--- src/inc/nsi_pkg.sv ---
// Purpose: constants and types for the numeric sensor setup handler
// Assumes: one synchronous clock domain, classic wishbone register access
// Notes:   encodings not fixed by the protocol are plain defaults here
package nsi_pkg;
  // -------------------------------------------------------------------
  // table size and widths
  // -------------------------------------------------------------------
  localparam int          NUM_SENSORS  = 4;
  localparam int          SIDX_W       = 2;
  localparam logic [15:0] HANDLE_ZERO  = 16'h0000; // reserved handle
  localparam logic [15:0] HANDLE_ONES  = 16'hffff; // reserved handle
  // -------------------------------------------------------------------
  // result codes
  // -------------------------------------------------------------------
  localparam logic [7:0] RC_SUCCESS      = 8'h00;
  localparam logic [7:0] RC_INVALID_DATA = 8'h02;
  localparam logic [7:0] BAD_HANDLE_CODE = 8'h80;
  // -------------------------------------------------------------------
  // field encodings
  // -------------------------------------------------------------------
  localparam logic [7:0] OP_ENABLED     = 8'h00;
  localparam logic [7:0] OP_DISABLED    = 8'h01;
  localparam logic [7:0] OP_UNAVAILABLE = 8'h02;
  localparam logic [7:0] EVENTS_ON      = 8'h01;
  localparam logic [7:0] EVENTS_OFF     = 8'h00;
  localparam logic [7:0] KEEP_SETTING   = 8'hff;
  localparam logic [7:0] FLAG_FALSE     = 8'h00;
  // value_width_sel codes
  localparam logic [2:0] VW_U8  = 3'h0;
  localparam logic [2:0] VW_S8  = 3'h1;
  localparam logic [2:0] VW_U16 = 3'h2;
  localparam logic [2:0] VW_S16 = 3'h3;
  localparam logic [2:0] VW_U32 = 3'h4;
  localparam logic [2:0] VW_S32 = 3'h5;
  // -------------------------------------------------------------------
  // register map (byte addresses)
  // -------------------------------------------------------------------
  localparam logic [7:0] ADR_IRQ_STATUS  = 8'h00;
  localparam logic [7:0] ADR_IRQ_MASK    = 8'h04;
  localparam logic [7:0] ADR_LAST_RESULT = 8'h08;
  localparam logic [7:0] ADR_SENSOR_BASE = 8'h20;
  localparam int         SENSOR_STRIDE_LSB = 4; // 16 bytes per sensor
  localparam logic [1:0] SREG_HANDLE = 2'h0;
  localparam logic [1:0] SREG_CFG    = 2'h1;
  localparam logic [1:0] SREG_STATE  = 2'h2;
  localparam logic [1:0] SREG_VALUE  = 2'h3;
  // irq bits
  localparam int IRQ_DONE = 0;
  localparam int IRQ_ERR  = 1;
  localparam int IRQ_W    = 2;
  // reset values
  localparam logic [7:0] RST_OP_STATE = OP_DISABLED;
  // -------------------------------------------------------------------
  // types
  // -------------------------------------------------------------------
  typedef enum logic [1:0] {
    ST_IDLE, ST_CHECK, ST_FIELDS, ST_OPSTATE
  } nsi_state_type;

  typedef struct packed {
    logic [15:0] handle;
    logic [2:0]  width_sel;
    logic        ignore_preload;
    logic [7:0]  op_state;
    logic [7:0]  present_state;
    logic        events_en;
    logic [31:0] current_value;
  } nsi_sensor_type;
endpackage : nsi_pkg

--- src/verilog/nsi_numeric_sensor_init.sv ---
// Purpose: responder for the numeric sensor setup command
// Assumes: requester holds fields stable while cmd_valid_in is high
// Notes:   sensor table is configured and observed over wishbone
//
// How it works
// handles 0000/ffff are never assigned or matched
// one-byte result, 80h for unknown handle
// operational state applied after all other fields
// operational state limited to three choices
// event control on, off, ffh keeps setting
// preload value loaded only when flag true
// preload sized to data width, becomes current value
// sensor may ignore preload even when flagged
// present state stored exactly as supplied
// requester supplies fields in documented order
// avoid virtual sensors needing agent setup
// data width is one of six formats
// unknown handle rejected before touching anything
`timescale 1ns/100ps
module nsi_numeric_sensor_init (
  // clock and reset
  input  wire logic        clk_in,
  input  wire logic        reset_in,
  // command request
  input  wire logic        cmd_valid_in,
  input  wire logic [15:0] sensor_handle_in,
  input  wire logic [7:0]  op_state_target_in,
  input  wire logic [7:0]  present_state_target_in,
  input  wire logic [7:0]  event_msg_ctrl_in,
  input  wire logic [7:0]  load_reading_flag_in,
  input  wire logic [31:0] initial_reading_value_in,
  output logic             cmd_ready_out,
  // command response
  output logic             resp_valid_out,
  output logic [7:0]       result_code_out,
  // wishbone slave
  input  wire logic        wb_cyc_in,
  input  wire logic        wb_stb_in,
  input  wire logic        wb_we_in,
  input  wire logic [7:0]  wb_adr_in,
  input  wire logic [3:0]  wb_sel_in,
  input  wire logic [31:0] wb_dat_in,
  output logic [31:0]      wb_dat_out,
  output logic             wb_ack_out,
  // interrupt
  output logic             irq_out
);
  // -------------------------------------------------------------------
  // state
  // -------------------------------------------------------------------
  typedef struct packed {
    nsi_pkg::nsi_state_type                         state;
    logic                                           ready;
    logic                                           resp_valid;
    logic [7:0]                                     result;
    logic [15:0]                                    r_handle;
    logic [7:0]                                     r_op;
    logic [7:0]                                     r_present;
    logic [7:0]                                     r_event;
    logic [7:0]                                     r_flag;
    logic [31:0]                                    r_value;
    logic [nsi_pkg::SIDX_W-1:0]                     hit_idx;
    logic [nsi_pkg::NUM_SENSORS-1:0][$bits(nsi_pkg::nsi_sensor_type)-1:0]
                                                    sensors;
    logic [nsi_pkg::IRQ_W-1:0]                      irq_status;
    logic [nsi_pkg::IRQ_W-1:0]                      irq_mask;
    logic                                           irq;
    logic                                           ack;
    logic [31:0]                                    rdata;
  } nsi_regs_type;

  nsi_regs_type state_ff;
  nsi_regs_type nxt_state;

  // -------------------------------------------------------------------
  // helpers
  // -------------------------------------------------------------------
  // fit a preload to the sensor width: truncate then zero or sign extend
  function automatic logic [31:0] nsi_fit(input logic [2:0]  sel,
                                          input logic [31:0] v);
    logic [31:0] r;
    r = v;
    case (sel)
      nsi_pkg::VW_U8:  r = {24'h000000, v[7:0]};
      nsi_pkg::VW_S8:  r = {{24{v[7]}}, v[7:0]};
      nsi_pkg::VW_U16: r = {16'h0000, v[15:0]};
      nsi_pkg::VW_S16: r = {{16{v[15]}}, v[15:0]};
      default:         r = v;
    endcase
    return r;
  endfunction : nsi_fit

  // byte-lane merge for wishbone writes
  function automatic logic [31:0] nsi_merge(input logic [31:0] old,
                                            input logic [31:0] wd,
                                            input logic [3:0]  sel);
    logic [31:0] r;
    r = old;
    for (int b = 0; b < 4; b++) begin
      if (sel[b]) begin
        r[b*8 +: 8] = wd[b*8 +: 8];
      end
    end
    return r;
  endfunction : nsi_merge

  // -------------------------------------------------------------------
  // next-state logic
  // -------------------------------------------------------------------
  // handle compare, command sequencing, register file, interrupt
  always_comb begin
    nsi_pkg::nsi_sensor_type s;
    logic                    hit;
    logic [nsi_pkg::SIDX_W-1:0] idx;
    logic                    fields_ok;
    logic                    wr;
    logic                    rd;
    logic [nsi_pkg::IRQ_W-1:0] ev;
    logic [1:0]              sreg;
    logic [nsi_pkg::SIDX_W-1:0] sidx;
    logic                    in_tbl;
    logic [31:0]             w;
    logic [7:0]              toff;
    s         = '0;
    hit       = 1'b0;
    idx       = '0;
    fields_ok = 1'b0;
    ev        = '0;
    w         = '0;
    wr        = 1'b0;
    rd        = 1'b0;
    sreg      = '0;
    sidx      = '0;
    in_tbl    = 1'b0;
    toff      = '0;
    nxt_state = state_ff;
    nxt_state.resp_valid = 1'b0;

    // handle lookup; reserved handles never match a sensor
    for (int i = 0; i < nsi_pkg::NUM_SENSORS; i++) begin
      s = state_ff.sensors[i];
      if (s.handle == state_ff.r_handle &&
          s.handle != nsi_pkg::HANDLE_ZERO &&
          s.handle != nsi_pkg::HANDLE_ONES) begin
        hit = 1'b1;
        idx = nsi_pkg::SIDX_W'(i);
      end
    end
    // field validity checked up front so a reject changes nothing
    fields_ok = (state_ff.r_op == nsi_pkg::OP_ENABLED ||
                 state_ff.r_op == nsi_pkg::OP_DISABLED ||
                 state_ff.r_op == nsi_pkg::OP_UNAVAILABLE) &&
                (state_ff.r_event == nsi_pkg::EVENTS_ON ||
                 state_ff.r_event == nsi_pkg::EVENTS_OFF ||
                 state_ff.r_event == nsi_pkg::KEEP_SETTING);

    // command sequencer
    case (state_ff.state)
      nsi_pkg::ST_IDLE: begin
        if (cmd_valid_in && state_ff.ready) begin
          nxt_state.ready     = 1'b0;
          nxt_state.r_handle  = sensor_handle_in;
          nxt_state.r_op      = op_state_target_in;
          nxt_state.r_present = present_state_target_in;
          nxt_state.r_event   = event_msg_ctrl_in;
          nxt_state.r_flag    = load_reading_flag_in;
          nxt_state.r_value   = initial_reading_value_in;
          nxt_state.state     = nsi_pkg::ST_CHECK;
        end
      end
      nsi_pkg::ST_CHECK: begin
        nxt_state.hit_idx = idx;
        if (!hit) begin
          nxt_state.result     = nsi_pkg::BAD_HANDLE_CODE;
          nxt_state.resp_valid = 1'b1;
          nxt_state.ready      = 1'b1;
          nxt_state.state      = nsi_pkg::ST_IDLE;
          ev[nsi_pkg::IRQ_ERR] = 1'b1;
        end else if (!fields_ok) begin
          nxt_state.result     = nsi_pkg::RC_INVALID_DATA;
          nxt_state.resp_valid = 1'b1;
          nxt_state.ready      = 1'b1;
          nxt_state.state      = nsi_pkg::ST_IDLE;
          ev[nsi_pkg::IRQ_ERR] = 1'b1;
        end else begin
          nxt_state.state = nsi_pkg::ST_FIELDS;
        end
      end
      nsi_pkg::ST_FIELDS: begin
        // present state, event control and preload go first
        s = state_ff.sensors[state_ff.hit_idx];
        s.present_state = state_ff.r_present;
        if (state_ff.r_event == nsi_pkg::EVENTS_ON) begin
          s.events_en = 1'b1;
        end else if (state_ff.r_event == nsi_pkg::EVENTS_OFF) begin
          s.events_en = 1'b0;
        end
        if (state_ff.r_flag != nsi_pkg::FLAG_FALSE &&
            !s.ignore_preload) begin
          s.current_value = nsi_fit(s.width_sel, state_ff.r_value);
        end
        nxt_state.sensors[state_ff.hit_idx] = s;
        nxt_state.state = nsi_pkg::ST_OPSTATE;
      end
      nsi_pkg::ST_OPSTATE: begin
        // operational state lands one cycle after the other fields
        s = state_ff.sensors[state_ff.hit_idx];
        s.op_state = state_ff.r_op;
        nxt_state.sensors[state_ff.hit_idx] = s;
        nxt_state.result     = nsi_pkg::RC_SUCCESS;
        nxt_state.resp_valid = 1'b1;
        nxt_state.ready      = 1'b1;
        nxt_state.state      = nsi_pkg::ST_IDLE;
        ev[nsi_pkg::IRQ_DONE] = 1'b1;
      end
      default: begin
        nxt_state.state = nsi_pkg::ST_IDLE;
        nxt_state.ready = 1'b1;
      end
    endcase

    // wishbone: ack one cycle after the strobe, dropped the next
    wr   = wb_cyc_in && wb_stb_in && !state_ff.ack && wb_we_in;
    rd   = wb_cyc_in && wb_stb_in && !state_ff.ack && !wb_we_in;
    nxt_state.ack = wb_cyc_in && wb_stb_in && !state_ff.ack;
    sreg = wb_adr_in[3:2];
    // slots sit above the base, so decode from the offset, not the address
    toff = wb_adr_in - nsi_pkg::ADR_SENSOR_BASE;
    sidx = toff[nsi_pkg::SENSOR_STRIDE_LSB +: nsi_pkg::SIDX_W];
    in_tbl = wb_adr_in >= nsi_pkg::ADR_SENSOR_BASE &&
             toff[7:nsi_pkg::SENSOR_STRIDE_LSB + nsi_pkg::SIDX_W] == '0;

    // register writes; sensor slots stay untouched while a command runs
    if (wr) begin
      if (wb_adr_in == nsi_pkg::ADR_IRQ_MASK && wb_sel_in[0]) begin
        nxt_state.irq_mask = wb_dat_in[nsi_pkg::IRQ_W-1:0];
      end
      if (in_tbl && state_ff.state == nsi_pkg::ST_IDLE) begin
        s = state_ff.sensors[sidx];
        if (sreg == nsi_pkg::SREG_HANDLE) begin
          w = nsi_merge({16'h0000, s.handle}, wb_dat_in, wb_sel_in);
          // reserved handle values are never assigned
          if (w[15:0] != nsi_pkg::HANDLE_ZERO &&
              w[15:0] != nsi_pkg::HANDLE_ONES) begin
            s.handle = w[15:0];
          end
        end else if (sreg == nsi_pkg::SREG_CFG && wb_sel_in[0]) begin
          if (wb_dat_in[2:0] <= nsi_pkg::VW_S32) begin
            s.width_sel = wb_dat_in[2:0];
          end
          s.ignore_preload = wb_dat_in[3];
        end
        nxt_state.sensors[sidx] = s;
      end
    end

    // sticky status: write one clears, a new event wins over the clear
    if (wr && wb_adr_in == nsi_pkg::ADR_IRQ_STATUS && wb_sel_in[0]) begin
      nxt_state.irq_status = state_ff.irq_status &
                             ~wb_dat_in[nsi_pkg::IRQ_W-1:0];
    end
    nxt_state.irq_status = nxt_state.irq_status | ev;
    nxt_state.irq = |(nxt_state.irq_status & nxt_state.irq_mask);

    // read data; unmapped addresses read as zero
    nxt_state.rdata = '0;
    if (rd) begin
      if (wb_adr_in == nsi_pkg::ADR_IRQ_STATUS) begin
        nxt_state.rdata[nsi_pkg::IRQ_W-1:0] = state_ff.irq_status;
      end else if (wb_adr_in == nsi_pkg::ADR_IRQ_MASK) begin
        nxt_state.rdata[nsi_pkg::IRQ_W-1:0] = state_ff.irq_mask;
      end else if (wb_adr_in == nsi_pkg::ADR_LAST_RESULT) begin
        nxt_state.rdata = {state_ff.r_handle, 8'h00, state_ff.result};
      end else if (in_tbl) begin
        s = state_ff.sensors[sidx];
        case (sreg)
          nsi_pkg::SREG_HANDLE: nxt_state.rdata = {16'h0000, s.handle};
          nsi_pkg::SREG_CFG:
            nxt_state.rdata = {28'h0000000, s.ignore_preload, s.width_sel};
          nsi_pkg::SREG_STATE:
            nxt_state.rdata = {15'h0000, s.events_en, s.present_state,
                               s.op_state};
          default:              nxt_state.rdata = s.current_value;
        endcase
      end
    end
  end

  // -------------------------------------------------------------------
  // state register
  // -------------------------------------------------------------------
  // reset: handles zero so no sensor answers until software names one
  always_ff @(posedge clk_in) begin
    if (reset_in) begin
      state_ff       <= '0;
      state_ff.state <= nsi_pkg::ST_IDLE;
      state_ff.ready <= 1'b1;
      for (int i = 0; i < nsi_pkg::NUM_SENSORS; i++) begin
        state_ff.sensors[i] <= {16'h0000, nsi_pkg::VW_U8, 1'b0,
                                nsi_pkg::RST_OP_STATE, 8'h00, 1'b0,
                                32'h00000000};
      end
    end else begin
      state_ff <= nxt_state;
    end
  end

  // -------------------------------------------------------------------
  // outputs, all straight from flops
  // -------------------------------------------------------------------
  assign cmd_ready_out   = state_ff.ready;
  assign resp_valid_out  = state_ff.resp_valid;
  assign result_code_out = state_ff.result;
  assign wb_dat_out      = state_ff.rdata;
  assign wb_ack_out      = state_ff.ack;
  assign irq_out         = state_ff.irq;
endmodule : nsi_numeric_sensor_init

--- config.mk ---
export PLATFORM = sky130hd
export DESIGN_NAME = nsi_numeric_sensor_init
export DESIGN_NICKNAME = d
export VERILOG_FILES = /design/src/inc/nsi_pkg.sv /design/src/verilog/nsi_numeric_sensor_init.sv
export SDC_FILE = /design/constraint.sdc
export NUM_CORES = 1
export LEC_CHECK = 0
export ABC_AREA = 0
export BUFFER_PORTS_ARGS = -buffer_cell sky130_fd_sc_hd__buf_2
export CAP_MARGIN = 0
export CORE_MARGIN = 3
export CORE_UTILIZATION = 55
export DETAILED_ROUTE_END_ITERATION = 12
export PLACE_DENSITY_LB_ADDON = 0.1
export SETUP_SLACK_MARGIN = 0.4
export SLEW_MARGIN = 10
export SYNTH_ARGS = -nofsm -noshare
export SYNTH_HDL_FRONTEND = slang
export SYNTH_SLANG_ARGS = --single-unit
--- constraint.sdc ---
create_clock -name clk_in -period 3.4 [get_ports clk_in]
set_input_delay 0.68 -clock clk_in [delete_from_list [all_inputs] [get_ports clk_in]]
set_output_delay 0.68 -clock clk_in [all_outputs]
set_load 0.02 [all_outputs]
==> impl_metrics.json <==
{
  "status": "completed",
  "layout-drive-gt1-share_pct": 20.56,
  "detail_route.wl_per_cell_um": 22.53,
  "dp_hpwl_um": 43310,
  "yosys.area.top_type": "dfxtp_1",
  "max_slew_margin_pct": 30.14,
  "initial_utilization_pct": 56.63,
  "ant_nets": 0,
  "grt_remaining_overflow": 0,
  "finalClockSkew_ns": 0.02084,
  "worst-setup-path-type": "in -> reg",
  "critical-path-slowest-cell": "or4_4",
  "postLayoutSetupSlackWorst_ns": 0.5676,
  "cell_repeated_most_along_the_worst_path": "buf_4",
  "wl_met2_um": 28990,
  "detail_routed_via_count_per_cell": 6.329,
  "cts_buffer_depth": 3,
  "synth_cell_types": 68,
  "yosysWarningCount": 0,
  "setup_viol": 0,
  "netlist_area_mm2": 0.01985,
  "timing_hold_violations_final": 0,
  "report.final.slew_viol_count": 0,
  "first_global_vias": 17010,
  "clock-root-buffer": "clkbuf_16",
  "power.density_cell_area_mw_per_mm2": 473.7,
  "post-route-drc-count": 0,
  "cellLeakagePower_nw": 7.730,
  "io_buffer_count": 149,
  "synth_ff_type": "dfxtp_1",
  "wirelength_um": 63280,
  "firstDrtPassIters": 6,
  "critPathCaptureType": "flop",
  "postLayoutCoreUtil_pct": 64.49,
  "synthDominantCellAreaShare_pct": 40.54,
  "core_region_area_mm2": 0.03505,
  "avgSynthCellArea_um2": 8.807,
  "max_cap_violations": 0,
  "top_cells_by_count_synth": "402 x dfxtp_1, 389 x nand2_1, 252 x nor2_1",
  "crit_required_ns": 3.86,
  "grt_use_total_pct": 32.26,
  "synth_cells": 2254,
  "tritoncts": "yes",
  "top_signal_layer_used": "met5",
  "critical_path_launch_point_type": "primary input",
  "die-area_mm2": 0.03841,
  "n_fill_cell": 2972,
  "cts_inserted_buffers": 43,
  "flow.area_growth_from_synthesis_pct": 13.89,
  "critPathTopFamily": "simple AND/OR/NAND/NOR gates",
  "grt_pass1_wl_um": 98610,
  "worst_r2r_path_depth": 9,
  "worstPathCellList": "buf_4, buf_12, mux2_4, a222oi_1, nand4_1, or4_4, nor3_4, buf_4, buf_4, o21ai_2, a311oi_2",
  "post_dp_cell_area_mm2": 0.02113,
  "cts_setup_buffers": 0,
  "most_common_cell_in_the_synthesized_netlist": "dfxtp_1",
  "num-nets-final": 2454,
  "min_path_type": "in -> reg",
  "synth.top_cells.by_area": "dfxtp_1 41%, mux4_2 11%, nand2_1 7.4%",
  "max_freq_mhz": 353.1,
  "drtIter0Drc": 1863,
  "synth-edff-count": 0,
  "fin_total_pwr_mw": 10.71,
  "antenna_cells": 0,
  "grt_max_degree": 204,
  "timing.hold.ws_ns": 0.3504,
  "routedLengthMet1_um": 25880,
  "clock_tree.htree_level_count": 2,
  "floorplan.die.height_um": 196.0,
  "ys_ff_latch": 402,
  "cp_data_arrival_time_ns": 3.29,
  "grt_setup_unrepaired": "no",
  "hold_path_depth": 3,
  "clk_transition_reported_paths_ns": 0.06,
  "cpPeakStageDelay_ns": 0.52,
  "placementRows": 68,
  "asyncSetResetFlopFracSynth_pct": 0,
  "final_area_mm2": 0.02261,
  "crit_buf_inv": 4,
  "period_share_pct": 83.31,
  "wl_met3_um": 5176,
  "top_level_ports": 174,
  "dr_total_vias": 17780,
  "routabilityCongestion": 0.9572,
  "number_of_antenna_violations_at_the_first_check_in_global_routing": 1,
  "numClockSinks": 402,
  "slew_at_the_pin_closest_to_its_max_slew_limit_ns": 1.048,
  "yosysSeqAreaShare_pct": 40.54,
  "skew_pair_late_insertion_delay_ns": 0.57,
  "vdd.ir_drop.worst_mv": 0.4754,
  "dp_worst_setup_slack_ns": -0.1892,
  "crit_path_max_fanout": 12,
  "cts_hold_repair.buffers": 0,
  "die_w_um": 196.0,
  "cp_num_cells": 11,
  "final_period_minus_worst_setup_slack_ns": 2.832
}
==> final cells by class <==
type	instances	area [um^2]	area share (%)
inverters	9	33.78	0.1494
clock inverters	12	157.7	0.6974
multi-input cells	1622	10850	48.01
well taps	455	569.3	2.518
clock buffers	65	1289	5.701
flip-flops and latches	402	8050	35.61
repair buffers	244	1653	7.311
==> tightest hold or removal path, stage by stage <==
cell,delay [ns]
buf_2,0.09
nand2_1,0.04
a21oi_1,0.05
==> placed cells by master (no fill, tap or decap), types with 13 or more instances in the layout <==
cell	n
dfxtp_1	400
nand2_1	389
nor2_1	250
a21oi_1	225
buf_2	146
a211oi_1	118
mux4_2	97
buf_4	82
xnor2_1	49
clkbuf_16	43
nand4_1	34
o31ai_1	33
a22oi_1	33
nand2b_1	31
nor4_1	31
nor2b_1	27
mux2i_1	27
mux2_2	27
a311oi_1	21
nor3b_1	19
a31oi_1	17
o21ai_0	17
xor2_1	16
nand3_1	14
buf_12	14
clkbuf_8	13
==> kinds of logic (layout without fill, tap and decap cells) <==
logic type	count (synthesis)	in the layout	share of synthesized area, %
XOR/XNOR	65	65	2.868
buffers and inverters	235	330	5.427
adder cells (fa/ha/maj)	2	2	0.1260
multiplexers	153	153	14.02
other	1	6	0.01889
AO/OA/AOI/OAI	533	533	17.67
flip-flops	402	402	40.54
AND/OR/NAND/NOR	863	863	19.33
==> metrics by stage <==
step	TNS (ns)	std cells
after global routing	0	2809
after CTS	0	2809
after global placement	-1.969	2732
after floorplan	0	2259
final	0	2809
after detailed placement	-2.494	2732
==> routing by layer <==
metal	global-route usage, %	vias to the layer above
li1	-	8220
met1	43.80	8589
met2	50.90	795
met3	5.684	173
met4	14.15	2
met5	0	-
==> registers in the layout, indices dropped and copies added, names as in the netlist <==
| name | flops |
|---|---|
| state_ff | 364 |
| wb_dat_out | 32 |
| result_code_out | 2 |
| cmd_ready_out | 1 |
| irq_out | 1 |
| resp_valid_out | 1 |
| wb_ack_out | 1 |
==> path summary, 6_finish.rpt <==
check,to,slack (ns),from
min,state_ff[364],0.35,present_state_target_in[0]
max,state_ff[241],0.57,wb_adr_in[4]
max reg2reg,state_ff[241],0.59,state_ff[102]
min reg2reg,state_ff[211],0.45,state_ff[211]
==> power by group <==
group          total [mW]  switching (mW)  internal (mW)
logic                1.01           0.634          0.372
registers            4.91           0.116           4.79
clock network        4.80            1.95           2.84
total                10.7            2.70           8.00
==> what timing repair did <==
| action | CTS | global route |
|---|---|---|
| endpoints found under the hold margin | 0 | 0 |
| gates resized for setup | 1 | 6 |
| pin swaps | 0 | 0 |
| setup endpoints to repair | 1 | 21 |
No activity file was read; power rests on OpenSTA's default activity.
